`config.mk`:
```
export PLATFORM = sky130hd
export DESIGN_NAME = mcb_pin_strap
export DESIGN_NICKNAME = d
export VERILOG_FILES = /design/src/core/mcb_pkg.sv /design/src/core/mcb_clk_div.sv /design/src/core/mcb_pin_strap.sv
export SDC_FILE = /design/constraint.sdc
export NUM_CORES = 1
export LEC_CHECK = 0
export BUFFER_PORTS_ARGS = -buffer_cell sky130_fd_sc_hd__buf_2
export CAP_MARGIN = 10
export CORE_ASPECT_RATIO = 1.25
export CORE_MARGIN = 8
export CORE_UTILIZATION = 52
export DETAILED_ROUTE_END_ITERATION = 8
export PLACE_DENSITY_LB_ADDON = 0.3
export SYNTH_ARGS = -nofsm -noshare
export SYNTH_HDL_FRONTEND = slang
export SYNTH_HIERARCHICAL = 1
export SYNTH_SLANG_ARGS = --single-unit
```
`constraint.sdc`:
```
create_clock -name clk_i -period 2.15 [get_ports clk_i]
set_input_delay 0.43 -clock clk_i [delete_from_list [all_inputs] [get_ports clk_i]]
set_output_delay 0.43 -clock clk_i [all_outputs]
set_load 0.02 [all_outputs]
```
`src/core/mcb_pkg.sv`:
```
// package: constants for the memory clock output and host pin strap block
package mcb_pkg;

  // avalon register map, byte addresses
  localparam int ADDR_W = 8;
  localparam logic [7:0] ADDR_CTRL2 = 8'h00;
  localparam logic [7:0] ADDR_XBUS = 8'h04;
  localparam logic [7:0] ADDR_GDIR = 8'h08;
  localparam logic [7:0] ADDR_GOUT = 8'h0c;
  localparam logic [7:0] ADDR_STAT = 8'h10;
  localparam logic [7:0] ADDR_HRX = 8'h14;
  localparam logic [7:0] ADDR_HTX = 8'h18;

  // memory_global_control_two fields
  localparam int CTRL2_MODE_LSB = 0;
  localparam int CTRL2_DIV_LSB = 2;

  // drive modes of the second memory clock output
  typedef enum logic [1:0] {
    MCB_MODE_HOLD = 2'h0,
    MCB_MODE_TOGGLE = 2'h1,
    MCB_MODE_HIZ = 2'h2
  } mcb_mode_t;

  // divide factors 1, 2, 4
  typedef enum logic [1:0] {
    MCB_DIV1 = 2'h0,
    MCB_DIV2 = 2'h1,
    MCB_DIV4 = 2'h2
  } mcb_div_t;

  // status register bit positions
  localparam int STAT_HOST_MODE = 0;
  localparam int STAT_SRC_EXT = 1;
  localparam int STAT_HALF = 2;
  localparam int STAT_PINS_LSB = 8;

  // reset values
  localparam logic [7:0] XBUS_RESET = 8'hff;
  localparam logic [7:0] GDIR_RESET = 8'h00;
  localparam logic [7:0] GOUT_RESET = 8'h00;
  localparam logic [15:0] HTX_RESET = 16'h0000;

  // avalon response codes
  localparam logic [1:0] RESP_OKAY = 2'h0;
  localparam logic [1:0] RESP_SLVERR = 2'h2;

  // synchroniser depth for pin inputs
  localparam int SYNC_STAGES = 2;

endpackage : mcb_pkg

```
`src/core/mcb_clk_div.sv`:
```
// module: glitch-free divider for the second memory clock output
`timescale 1ns/1ps
`default_nettype none
module mcb_clk_div (
  input wire logic clk_i,
  input wire logic reset_i,
  input wire logic rise_i,
  input wire logic fall_i,
  input wire mcb_pkg::mcb_mode_t mode_i,
  input wire mcb_pkg::mcb_div_t div_i,
  output logic clk_o,
  output logic oe_n_o
);

  // no reset on these: the output has to keep toggling while reset_i is high
  mcb_pkg::mcb_mode_t act_mode_q = mcb_pkg::MCB_MODE_HOLD;
  mcb_pkg::mcb_div_t act_div_q = mcb_pkg::MCB_DIV4;
  logic out_q = 1'b0;
  logic skip_q = 1'b0;

  wire mcb_pkg::mcb_mode_t req_mode;
  wire mcb_pkg::mcb_div_t req_div;
  wire load;
  wire mcb_pkg::mcb_mode_t cur_mode;
  wire mcb_pkg::mcb_div_t cur_div;

  // during reset the pin runs at a quarter of the source clock
  assign req_mode = reset_i ? mcb_pkg::MCB_MODE_TOGGLE : mode_i; // [RULE_03]
  assign req_div = reset_i ? mcb_pkg::MCB_DIV4 : div_i; // [RULE_03]
  // new settings only at a rise with the output low and a period complete
  assign load = rise_i && !out_q && !skip_q; // [RULE_16]
  assign cur_mode = load ? req_mode : act_mode_q;
  assign cur_div = load ? req_div : act_div_q;

  always_ff @(posedge clk_i) begin
    if (load) begin
      act_mode_q <= req_mode;
      act_div_q <= req_div;
    end
  end

  always_ff @(posedge clk_i) begin
    if (rise_i) begin
      if (cur_mode != mcb_pkg::MCB_MODE_TOGGLE) begin
        out_q <= 1'b0; // [RULE_02]
        skip_q <= 1'b0;
      end else if (load) begin
        out_q <= 1'b1; // [RULE_01]
        skip_q <= (cur_div == mcb_pkg::MCB_DIV4);
      end else if (cur_div == mcb_pkg::MCB_DIV2) begin
        out_q <= ~out_q; // [RULE_01]
      end else if (cur_div == mcb_pkg::MCB_DIV4) begin
        if (skip_q) begin
          skip_q <= 1'b0;
        end else begin
          out_q <= ~out_q; // [RULE_01]
          skip_q <= 1'b1;
        end
      end
    end else if (fall_i && act_div_q == mcb_pkg::MCB_DIV1) begin
      out_q <= 1'b0; // [RULE_01]
    end
  end

  always_ff @(posedge clk_i) begin
    oe_n_o <= (cur_mode == mcb_pkg::MCB_MODE_HIZ) && !reset_i; // [RULE_02]
    clk_o <= out_q;
  end

endmodule : mcb_clk_div
`default_nettype wire

```
`src/core/mcb_pin_strap.sv`:
```
// module: memory clock output, clock source select and host pin strap logic
//
// Overview of operation
// RULE_01: clock out divides selected source by 1/2/4
// RULE_02: clock out may be held low or floated
// RULE_03: during reset clock out runs at quarter rate
// RULE_04: strap 0 and select 0: held low
// RULE_05: select 1: quarter of external memory clock
// RULE_06: strap 1, select 0: quarter of system clock
// RULE_07: select low system clock, high external clock
// RULE_08: strap low gpio, strap high host bus
// RULE_09: pin function latched at reset release
// RULE_10: holders keep last driven level when floating
// RULE_11: holders on after reset, switchable per pin
// RULE_12: gpio bits are inputs after reset
// RULE_13: host data lines are inputs after reset
// RULE_14: strap high selects multiplexed host mode
// RULE_15: host cycle is two consecutive byte transfers
// RULE_16: setting changes never produce runt pulses
`timescale 1ns/1ps
`default_nettype none
module mcb_pin_strap #(
  parameter int HD_W = 8
) (
  input wire logic clk_i,
  input wire logic reset_i,
  input wire logic internal_system_clock_i,
  input wire logic external_memory_clock_in_i,
  input wire logic memory_clock_source_select_i,
  input wire logic boot_strap_pin_i,
  input wire logic [7:0] avs_address_i,
  input wire logic avs_read_i,
  input wire logic avs_write_i,
  input wire logic [31:0] avs_writedata_i,
  input wire logic [3:0] avs_byteenable_i,
  output logic [31:0] avs_readdata_o,
  output logic avs_waitrequest_o,
  output logic [1:0] avs_response_o,
  output logic memory_clock_out_b_o,
  output logic memory_clock_out_b_oe_n_o,
  output logic memory_interface_clock_o,
  output logic memory_clock_source_ext_o,
  input wire logic [HD_W-1:0] host_port_data_pins_i,
  output logic [HD_W-1:0] host_port_data_pins_o,
  output logic [HD_W-1:0] host_port_data_pins_oe_n_o,
  output logic [HD_W-1:0] bus_holder_en_o,
  output logic [HD_W-1:0] bus_holder_level_o,
  input wire logic host_strobe_i,
  input wire logic host_read_i,
  output logic host_mode_o,
  output logic host_word_valid_o,
  output logic [15:0] host_word_o
);

  if (HD_W != 8) begin : g_width_check
    $error("mcb_pin_strap: host data width must be 8");
  end

  // byte-lane merge, used by every writable register
  function automatic logic [31:0] be_merge(input logic [31:0] old_v, input logic [31:0] new_v,
                                           input logic [3:0] be);
    logic [31:0] r;
    r = old_v;
    for (int i = 0; i < 4; i++) begin
      if (be[i]) begin
        r[i*8 +: 8] = new_v[i*8 +: 8];
      end
    end
    return r;
  endfunction : be_merge

  function automatic logic rising(input logic now_v, input logic was_v);
    return now_v && !was_v;
  endfunction : rising

  // ---------------- pin synchronisers ----------------
  localparam int SW = HD_W + 6;
  logic [SW-1:0] sync1_q;
  logic [SW-1:0] sync2_q;
  wire [SW-1:0] pins_raw;

  assign pins_raw = {host_port_data_pins_i, host_read_i, host_strobe_i, boot_strap_pin_i,
                     memory_clock_source_select_i, external_memory_clock_in_i, internal_system_clock_i};

  // data path only: left without reset so the strap is seen while reset is high
  always_ff @(posedge clk_i) begin
    sync1_q <= pins_raw;
    sync2_q <= sync1_q;
  end

  wire sys_s;
  wire ext_s;
  wire sel_s;
  wire strap_s;
  wire strobe_s;
  wire hread_s;
  wire [HD_W-1:0] hd_s;

  assign sys_s = sync2_q[0];
  assign ext_s = sync2_q[1];
  assign sel_s = sync2_q[2];
  assign strap_s = sync2_q[3];
  assign strobe_s = sync2_q[4];
  assign hread_s = sync2_q[5];
  assign hd_s = sync2_q[SW-1:6];

  // ---------------- clock source selection ----------------
  wire src_lvl;
  logic src_prev_q;
  logic strobe_prev_q;
  wire src_rise;
  wire src_fall;
  wire strobe_rise;

  // the sampled source only works for source clocks below a quarter of clk_i
  assign src_lvl = sel_s ? ext_s : sys_s; // [RULE_07]
  assign src_rise = rising(src_lvl, src_prev_q);
  assign src_fall = rising(src_prev_q, src_lvl);
  assign strobe_rise = rising(strobe_s, strobe_prev_q);

  always_ff @(posedge clk_i) begin
    src_prev_q <= src_lvl;
    strobe_prev_q <= strobe_s;
  end

  always_ff @(posedge clk_i) begin
    memory_interface_clock_o <= src_lvl; // [RULE_07]
    memory_clock_source_ext_o <= sel_s; // [RULE_07]
  end

  // ---------------- strap capture ----------------
  logic strap_q;

  // the strap is followed all through reset and frozen when reset drops
  always_ff @(posedge clk_i) begin
    if (reset_i) begin
      strap_q <= strap_s; // [RULE_09]
    end
  end

  wire host_mode;
  assign host_mode = strap_q; // [RULE_08] [RULE_14]

  // ---------------- registers ----------------
  mcb_pkg::mcb_mode_t mode_q;
  mcb_pkg::mcb_div_t div_q;
  logic [HD_W-1:0] xbus_q;
  logic [HD_W-1:0] gdir_q;
  logic [HD_W-1:0] gout_q;
  logic [15:0] htx_q;
  logic wait_q;
  logic [31:0] rdata_q;
  logic [1:0] resp_q;

  wire req;
  wire accept;
  wire do_write;
  wire hit_ctrl2;
  wire hit_xbus;
  wire hit_gdir;
  wire hit_gout;
  wire hit_stat;
  wire hit_hrx;
  wire hit_htx;
  wire mapped;
  wire [31:0] ctrl2_word;
  wire [31:0] stat_word;
  wire [31:0] rd_mux;
  wire [31:0] ctrl2_new;
  wire [31:0] xbus_new;
  wire [31:0] gdir_new;
  wire [31:0] gout_new;
  wire [31:0] htx_new;
  wire mcb_pkg::mcb_mode_t mode_after_reset;
  logic half_q;
  logic [HD_W-1:0] rx_lo_q;
  logic [15:0] hword_q;

  assign req = avs_read_i || avs_write_i;
  // first cycle of a request prepares the answer, second completes it
  assign accept = req && !wait_q;
  assign do_write = accept && avs_write_i;

  assign hit_ctrl2 = avs_address_i == mcb_pkg::ADDR_CTRL2;
  assign hit_xbus = avs_address_i == mcb_pkg::ADDR_XBUS;
  assign hit_gdir = avs_address_i == mcb_pkg::ADDR_GDIR;
  assign hit_gout = avs_address_i == mcb_pkg::ADDR_GOUT;
  assign hit_stat = avs_address_i == mcb_pkg::ADDR_STAT;
  assign hit_hrx = avs_address_i == mcb_pkg::ADDR_HRX;
  assign hit_htx = avs_address_i == mcb_pkg::ADDR_HTX;
  assign mapped = hit_ctrl2 || hit_xbus || hit_gdir || hit_gout || hit_stat || hit_hrx || hit_htx;

  assign ctrl2_word = {28'h0000000, div_q, mode_q};
  assign stat_word = {16'h0000, hd_s, 5'h00, half_q, sel_s, host_mode};
  assign rd_mux = hit_ctrl2 ? ctrl2_word :
                  hit_xbus ? {24'h000000, xbus_q} :
                  hit_gdir ? {24'h000000, gdir_q} :
                  hit_gout ? {24'h000000, gout_q} :
                  hit_stat ? stat_word :
                  hit_hrx ? {16'h0000, hword_q} :
                  hit_htx ? {16'h0000, htx_q} : 32'h00000000;

  assign ctrl2_new = be_merge(ctrl2_word, avs_writedata_i, avs_byteenable_i);
  assign xbus_new = be_merge({24'h000000, xbus_q}, avs_writedata_i, avs_byteenable_i);
  assign gdir_new = be_merge({24'h000000, gdir_q}, avs_writedata_i, avs_byteenable_i);
  assign gout_new = be_merge({24'h000000, gout_q}, avs_writedata_i, avs_byteenable_i);
  assign htx_new = be_merge({16'h0000, htx_q}, avs_writedata_i, avs_byteenable_i);

  // after reset: held low only when both the strap and the select are 0
  assign mode_after_reset = (strap_s || sel_s) ? mcb_pkg::MCB_MODE_TOGGLE
                                               : mcb_pkg::MCB_MODE_HOLD; // [RULE_04] [RULE_05] [RULE_06]

  always_ff @(posedge clk_i) begin
    if (reset_i) begin
      wait_q <= 1'b1;
      rdata_q <= 32'h00000000;
      resp_q <= mcb_pkg::RESP_OKAY;
    end else begin
      wait_q <= !(req && wait_q);
      if (req && wait_q) begin
        rdata_q <= avs_read_i ? rd_mux : 32'h00000000;
        resp_q <= mapped ? mcb_pkg::RESP_OKAY : mcb_pkg::RESP_SLVERR;
      end
    end
  end

  // divide by 4 from any source after reset; strap and select together decide only on/off
  always_ff @(posedge clk_i) begin
    if (reset_i) begin
      mode_q <= mode_after_reset; // [RULE_04] [RULE_05] [RULE_06]
      div_q <= mcb_pkg::MCB_DIV4; // [RULE_05] [RULE_06]
    end else if (do_write && hit_ctrl2) begin
      mode_q <= mcb_pkg::mcb_mode_t'(ctrl2_new[mcb_pkg::CTRL2_MODE_LSB +: 2]); // [RULE_02]
      div_q <= mcb_pkg::mcb_div_t'(ctrl2_new[mcb_pkg::CTRL2_DIV_LSB +: 2]); // [RULE_01]
    end
  end

  always_ff @(posedge clk_i) begin
    if (reset_i) begin
      xbus_q <= mcb_pkg::XBUS_RESET; // [RULE_11]
      gdir_q <= mcb_pkg::GDIR_RESET; // [RULE_12]
      gout_q <= mcb_pkg::GOUT_RESET;
      htx_q <= mcb_pkg::HTX_RESET;
    end else if (do_write) begin
      if (hit_xbus) begin
        xbus_q <= xbus_new[HD_W-1:0]; // [RULE_11]
      end
      if (hit_gdir) begin
        gdir_q <= gdir_new[HD_W-1:0];
      end
      if (hit_gout) begin
        gout_q <= gout_new[HD_W-1:0];
      end
      if (hit_htx) begin
        htx_q <= htx_new[15:0];
      end
    end
  end

  assign avs_readdata_o = rdata_q;
  assign avs_waitrequest_o = wait_q;
  assign avs_response_o = resp_q;

  // ---------------- second memory clock output ----------------
  mcb_clk_div u_div (
    .clk_i(clk_i),
    .reset_i(reset_i),
    .rise_i(src_rise),
    .fall_i(src_fall),
    .mode_i(mode_q),
    .div_i(div_q),
    .clk_o(memory_clock_out_b_o),
    .oe_n_o(memory_clock_out_b_oe_n_o)
  );

  // ---------------- host transfers ----------------
  logic hvalid_q;

  // a host cycle is two strobed bytes, first byte goes to the low half
  always_ff @(posedge clk_i) begin
    if (reset_i) begin
      half_q <= 1'b0;
      rx_lo_q <= '0;
      hword_q <= 16'h0000;
      hvalid_q <= 1'b0;
    end else begin
      hvalid_q <= 1'b0;
      if (host_mode && strobe_rise) begin
        if (!half_q) begin
          rx_lo_q <= hd_s; // [RULE_15]
          half_q <= 1'b1;
        end else begin
          hword_q <= {hd_s, rx_lo_q}; // [RULE_15]
          hvalid_q <= 1'b1;
          half_q <= 1'b0;
        end
      end
    end
  end

  assign host_word_o = hword_q;
  assign host_word_valid_o = hvalid_q;

  // ---------------- data pin drivers ----------------
  logic [HD_W-1:0] hd_out_q;
  logic [HD_W-1:0] hd_oe_n_q;
  logic [HD_W-1:0] hold_q;
  logic hmode_q;
  wire [HD_W-1:0] host_byte;
  wire [HD_W-1:0] next_out;
  wire [HD_W-1:0] next_oe_n;

  // the host reads the word back in the same two-byte order it writes
  assign host_byte = half_q ? htx_q[15:8] : htx_q[7:0]; // [RULE_15]
  assign next_out = host_mode ? host_byte : gout_q; // [RULE_08]
  // gpio follows its direction register, the host bus drives only on a host read
  assign next_oe_n = host_mode ? {HD_W{!hread_s}} : ~gdir_q; // [RULE_12] [RULE_13]

  always_ff @(posedge clk_i) begin
    if (reset_i) begin
      hd_out_q <= '0;
      hd_oe_n_q <= '1; // [RULE_12] [RULE_13]
      hmode_q <= 1'b0;
    end else begin
      hd_out_q <= next_out;
      hd_oe_n_q <= next_oe_n;
      hmode_q <= host_mode; // [RULE_09]
    end
  end

  // tracks the last level seen on each pin: own drive when driving, else the pin
  always_ff @(posedge clk_i) begin
    for (int i = 0; i < HD_W; i++) begin
      hold_q[i] <= hd_oe_n_q[i] ? hd_s[i] : hd_out_q[i]; // [RULE_10]
    end
  end

  assign host_port_data_pins_o = hd_out_q;
  assign host_port_data_pins_oe_n_o = hd_oe_n_q;
  assign bus_holder_en_o = xbus_q; // [RULE_11]
  assign bus_holder_level_o = hold_q; // [RULE_10]
  assign host_mode_o = hmode_q;

endmodule : mcb_pin_strap
`default_nettype wire

```
==> run_results.csv <==
group,metric,value,unit
synth,synth-seq-cells,153,
worst_setup_path,critical_path_arrival,2.03,ns
timing,fin_setup_tns,0,ns
routing,drt_iter0_drc,348,
timing,hold_violations,0,
worst_setup_path,cpPeakStageDelay,0.43,ns
floorplanning,chipWidth,111,um
synth,synth.distinct_cells,51,
final_layout,num-fill-cells,917,
worst_setup_path,ff2ff_setup_slack,0.24,ns
floorplanning,die_y,134,um
synth,ys_seq_area_share,53.3,%
worst_setup_path,path_class,"register to register",
worst_hold_path,min_from,"external_memory_clock_in_i",
floorplanning,start_util,52.9,%
clock_tree,cts_buffers,17,
clock_tree,cts_sinks,153,
floorplanning,dieArea,0.0149,mm^2
pwr,power.leakage,0.00300,uW
timing,tightest_slew,1.14,ns
synth,yosysWarningCount,6,
synth,syn_area,0.00584,mm^2
placed_design,dpl_cell_area,0.00656,mm^2
floorplanning,core_area,0.0110,mm^2
worst_setup_path,worstPathBufferInverterCount,0,
worst_setup_path,critPathTopFamily,"simple AND/OR/NAND/NOR gates",
pwr,ir_worst_vdd,575,uV
synth,synthCells,597,
final_layout,multi_input_comb_area,0.00242,mm^2
routing,vias,4859,
worst_setup_path,crit_path_start_kind,"register",
routing,routedWlPerCell,18.6,um
timing,drv_slew,0,
final_layout,num_antenna_cells,0,
synth,syn_avg_cell_area,9.78,um^2
routing,drt_pass1_iterations,6,
global_routing,overflow,0,
routing,viasPerCell,5.60,
final_layout,syn_to_final_growth,22.5,%
timing,max-slew-margin-rel,23.4,%
synth,yosysTopAreaCell,"dfxtp_1",
worst_setup_path,r2r-start,"sync2_q[2]",
pwr,p_per_area,896,mW/mm^2
global_routing,grt_usage,21.2,%
placed_design,dp_hpwl,11800,um
clock_tree,clkTransAtPathRegs,0.06,ns
worst_setup_path,cp_slowest_cell,"dfxtp_1",
synth,synth_edf_count,5,
global_routing,grt_pass1_vias,4841,
timing,worst_slack,0.235,ns
timing,period_minus_slack,1.91,ns
final_layout,regArea,0.00311,mm^2
run,maxCapViolCount,0,
synth,yosysTopAreaCellShare,50.7,%
synth,synth_ff_type,"dfxtp_1",
worst_hold_path,min_to,"sync1_q[1]",
worst_setup_path,crit_chain,"mux2i_1, nor2_2, nor3b_4, a21oi_1, o21a_1, a31oi_1",
final_layout,final_nets,781,
worst_setup_path,reg2reg_to,"u_div/out_q",
routing,wl,16100,um
clock_tree,cts_tree,"done",
final_layout,drive_above_1_share,25.8,%
clock_tree,cts_htree_levels,4,
synth,async_reset_ff_share,0,%
worst_hold_path,min_path_type,"primary input to register",
timing,final-setup-viol-count,0,
clock_tree,cts_buffer_depth,2,
clock_tree,cts_hold_buf,0,
floorplanning,ios,151,
timing,fmax,522,MHz
worst_setup_path,cp_max_fo,8,
routing,drc,0,
worst_setup_path,end_kind,"register",
timing,grt_setup_unrepaired,"no",
synth,ys_top_cells_by_area,"dfxtp_1, mux2i_1, a21oi_1, nand2_1, nor2_1",
floorplanning,row_count,43,
placed_design,place_congestion,0.900,
clock_tree,cts_root_buf,"clkbuf_16",
timing,post-route-period-util,89.1,%
placed_design,port_buffers,115,
routing,antenna_left,0,
global_routing,grt_max_degree,47,
worst_setup_path,reg2reg_depth,6,
timing,skew,0.00718,ns
global_routing,grt_pass1_wl,25200,um
worst_setup_path,cp.required,2.27,ns
placed_design,dp_slack,0.150,ns
outcome,status,"finished clean",
final_layout,finalInstanceArea,0.00715,mm^2
global_routing,antenna_found_initial,0,
worst_hold_path,hold_depth,1,
clock_tree,worstSkewPairLatency,0.42,ns
how the worst max path moves through the flow:
stage                startpoint            endpoint  slack, ns  cells after the start
6_report             sync2_q[2]         u_div/out_q       0.24                      6
5_1_grt              sync2_q[2]        u_div/skip_q       0.02                      5
4_1_cts              sync2_q[2]         u_div/out_q       0.14                      6
3_3_place_gp         sync2_q[2]         u_div/out_q       0.25                      6
2_1_floorplan  avs_address_i[4]  bus_holder_en_o[0]       0.33                      5
3_5_place_dp         sync2_q[2]         u_div/out_q       0.15                      6
cell families (layout without fill, tap and decap cells):
kind of cell | Yosys count | in the layout | share of synthesized area, %
other | 1 | 17 | 0.0642
and+or+nand+nor | 171 | 171 | 15.4
DFF | 153 | 153 | 53.3
muxes | 50 | 50 | 8.79
buffers and inverters | 78 | 197 | 6.24
AOI/OAI and AO/OA | 144 | 144 | 16.2
synthesized netlist by cell type (12+ instances only):
master / count
a21oi_1: 41
a22o_1: 16
buf_4: 17
clkbuf_1: 24
dfxtp_1: 148
inv_1: 28
mux2i_1: 40
nand2_1: 50
nand2b_1: 15
nand3_1: 12
nor2_1: 50
nor2b_1: 14
o21ai_0: 26
worst register-to-register path, cell delays in order, from the launching register on:
cell and delay (ns):
dfxtp_1 0.43, mux2i_1 0.15, nor2_2 0.19, nor3b_4 0.37, a21oi_1 0.10, o21a_1 0.18, a31oi_1 0.19
flip-flops by register name (all words and copies together), names as in the netlist, 2 cells and up:
signal,flops
sync2_q,14
sync1_q,14
mode_q,2
bus_holder_en_o,8
avs_readdata_o,16
u_div/act_div_q,2
rx_lo_q,8
u_div/act_mode_q,2
htx_q,16
host_port_data_pins_oe_n_o,8
div_q,2
gdir_q,8
host_word_o,16
bus_holder_level_o,8
gout_q,8
host_port_data_pins_o,8
metrics by stage:
step / hold WS [ns] / power (uW) / cells / utilization (%)
global route: 0.0934 / 6620 / 867 / 64.8
CTS: 0.101 / 6440 / 866 / 64.7
floorplan: 0.310 / 3360 / 613 / -
finish: 0.110 / 6410 / 867 / 64.8
detailed placement: 0.312 / 3520 / 834 / 59.4
global placement: 0.310 / 3500 / 834 / 59.4
cell type report:
class	count	share of cell area, %
Timing Repair Buffer	137	10.5
Clock inverter	13	2.13
Multi-Input combinational cell	382	33.9
Clock buffer	19	6.05
Sequential cell	153	43.5
Tap cell	135	2.36
Inverter	28	1.47
power by group:
part / switching (uW) / leakage, uW / internal, uW
clock network: 1130 / 0.000283 / 1820
registers: 55.7 / 0.00126 / 2940
logic: 300 / 0.00146 / 162
total: 1490 / 0.00300 / 4920
layer usage:
metal	vias up	part of all wire [%]	GRT usage (%)	routed length, um
met4	0	3.4	10.2	549
met1	2297	38	22.7	6180
li1	2293	-	-	-
met2	229	51	37.2	8190
met5	-	0	0	0
met3	40	7.4	6.44	1190
cells in the final DEF, fill, tap and decap left out, types with 12 or more instances in the layout:
master     Yosys  layout
a21oi_1       41      41
a22o_1        16      16
buf_2          6     115
buf_4         17      21
clkbuf_16      0      17
conb_1         1      17
dfxtp_1      148     148
inv_1         28      28
mux2i_1       40      40
nand2_1       50      50
nand2b_1      15      15
nand3_1       12      12
nor2_1        50      49
nor2b_1       14      14
o21ai_0       26      26
timing repair:
action | 4_1_cts | 5_1_grt
setup buffers | 0 | 1
gates resized for setup | 0 | 1
endpoints found under the setup margin | 0 | 3
No activity file was read; power rests on OpenSTA's default activity.
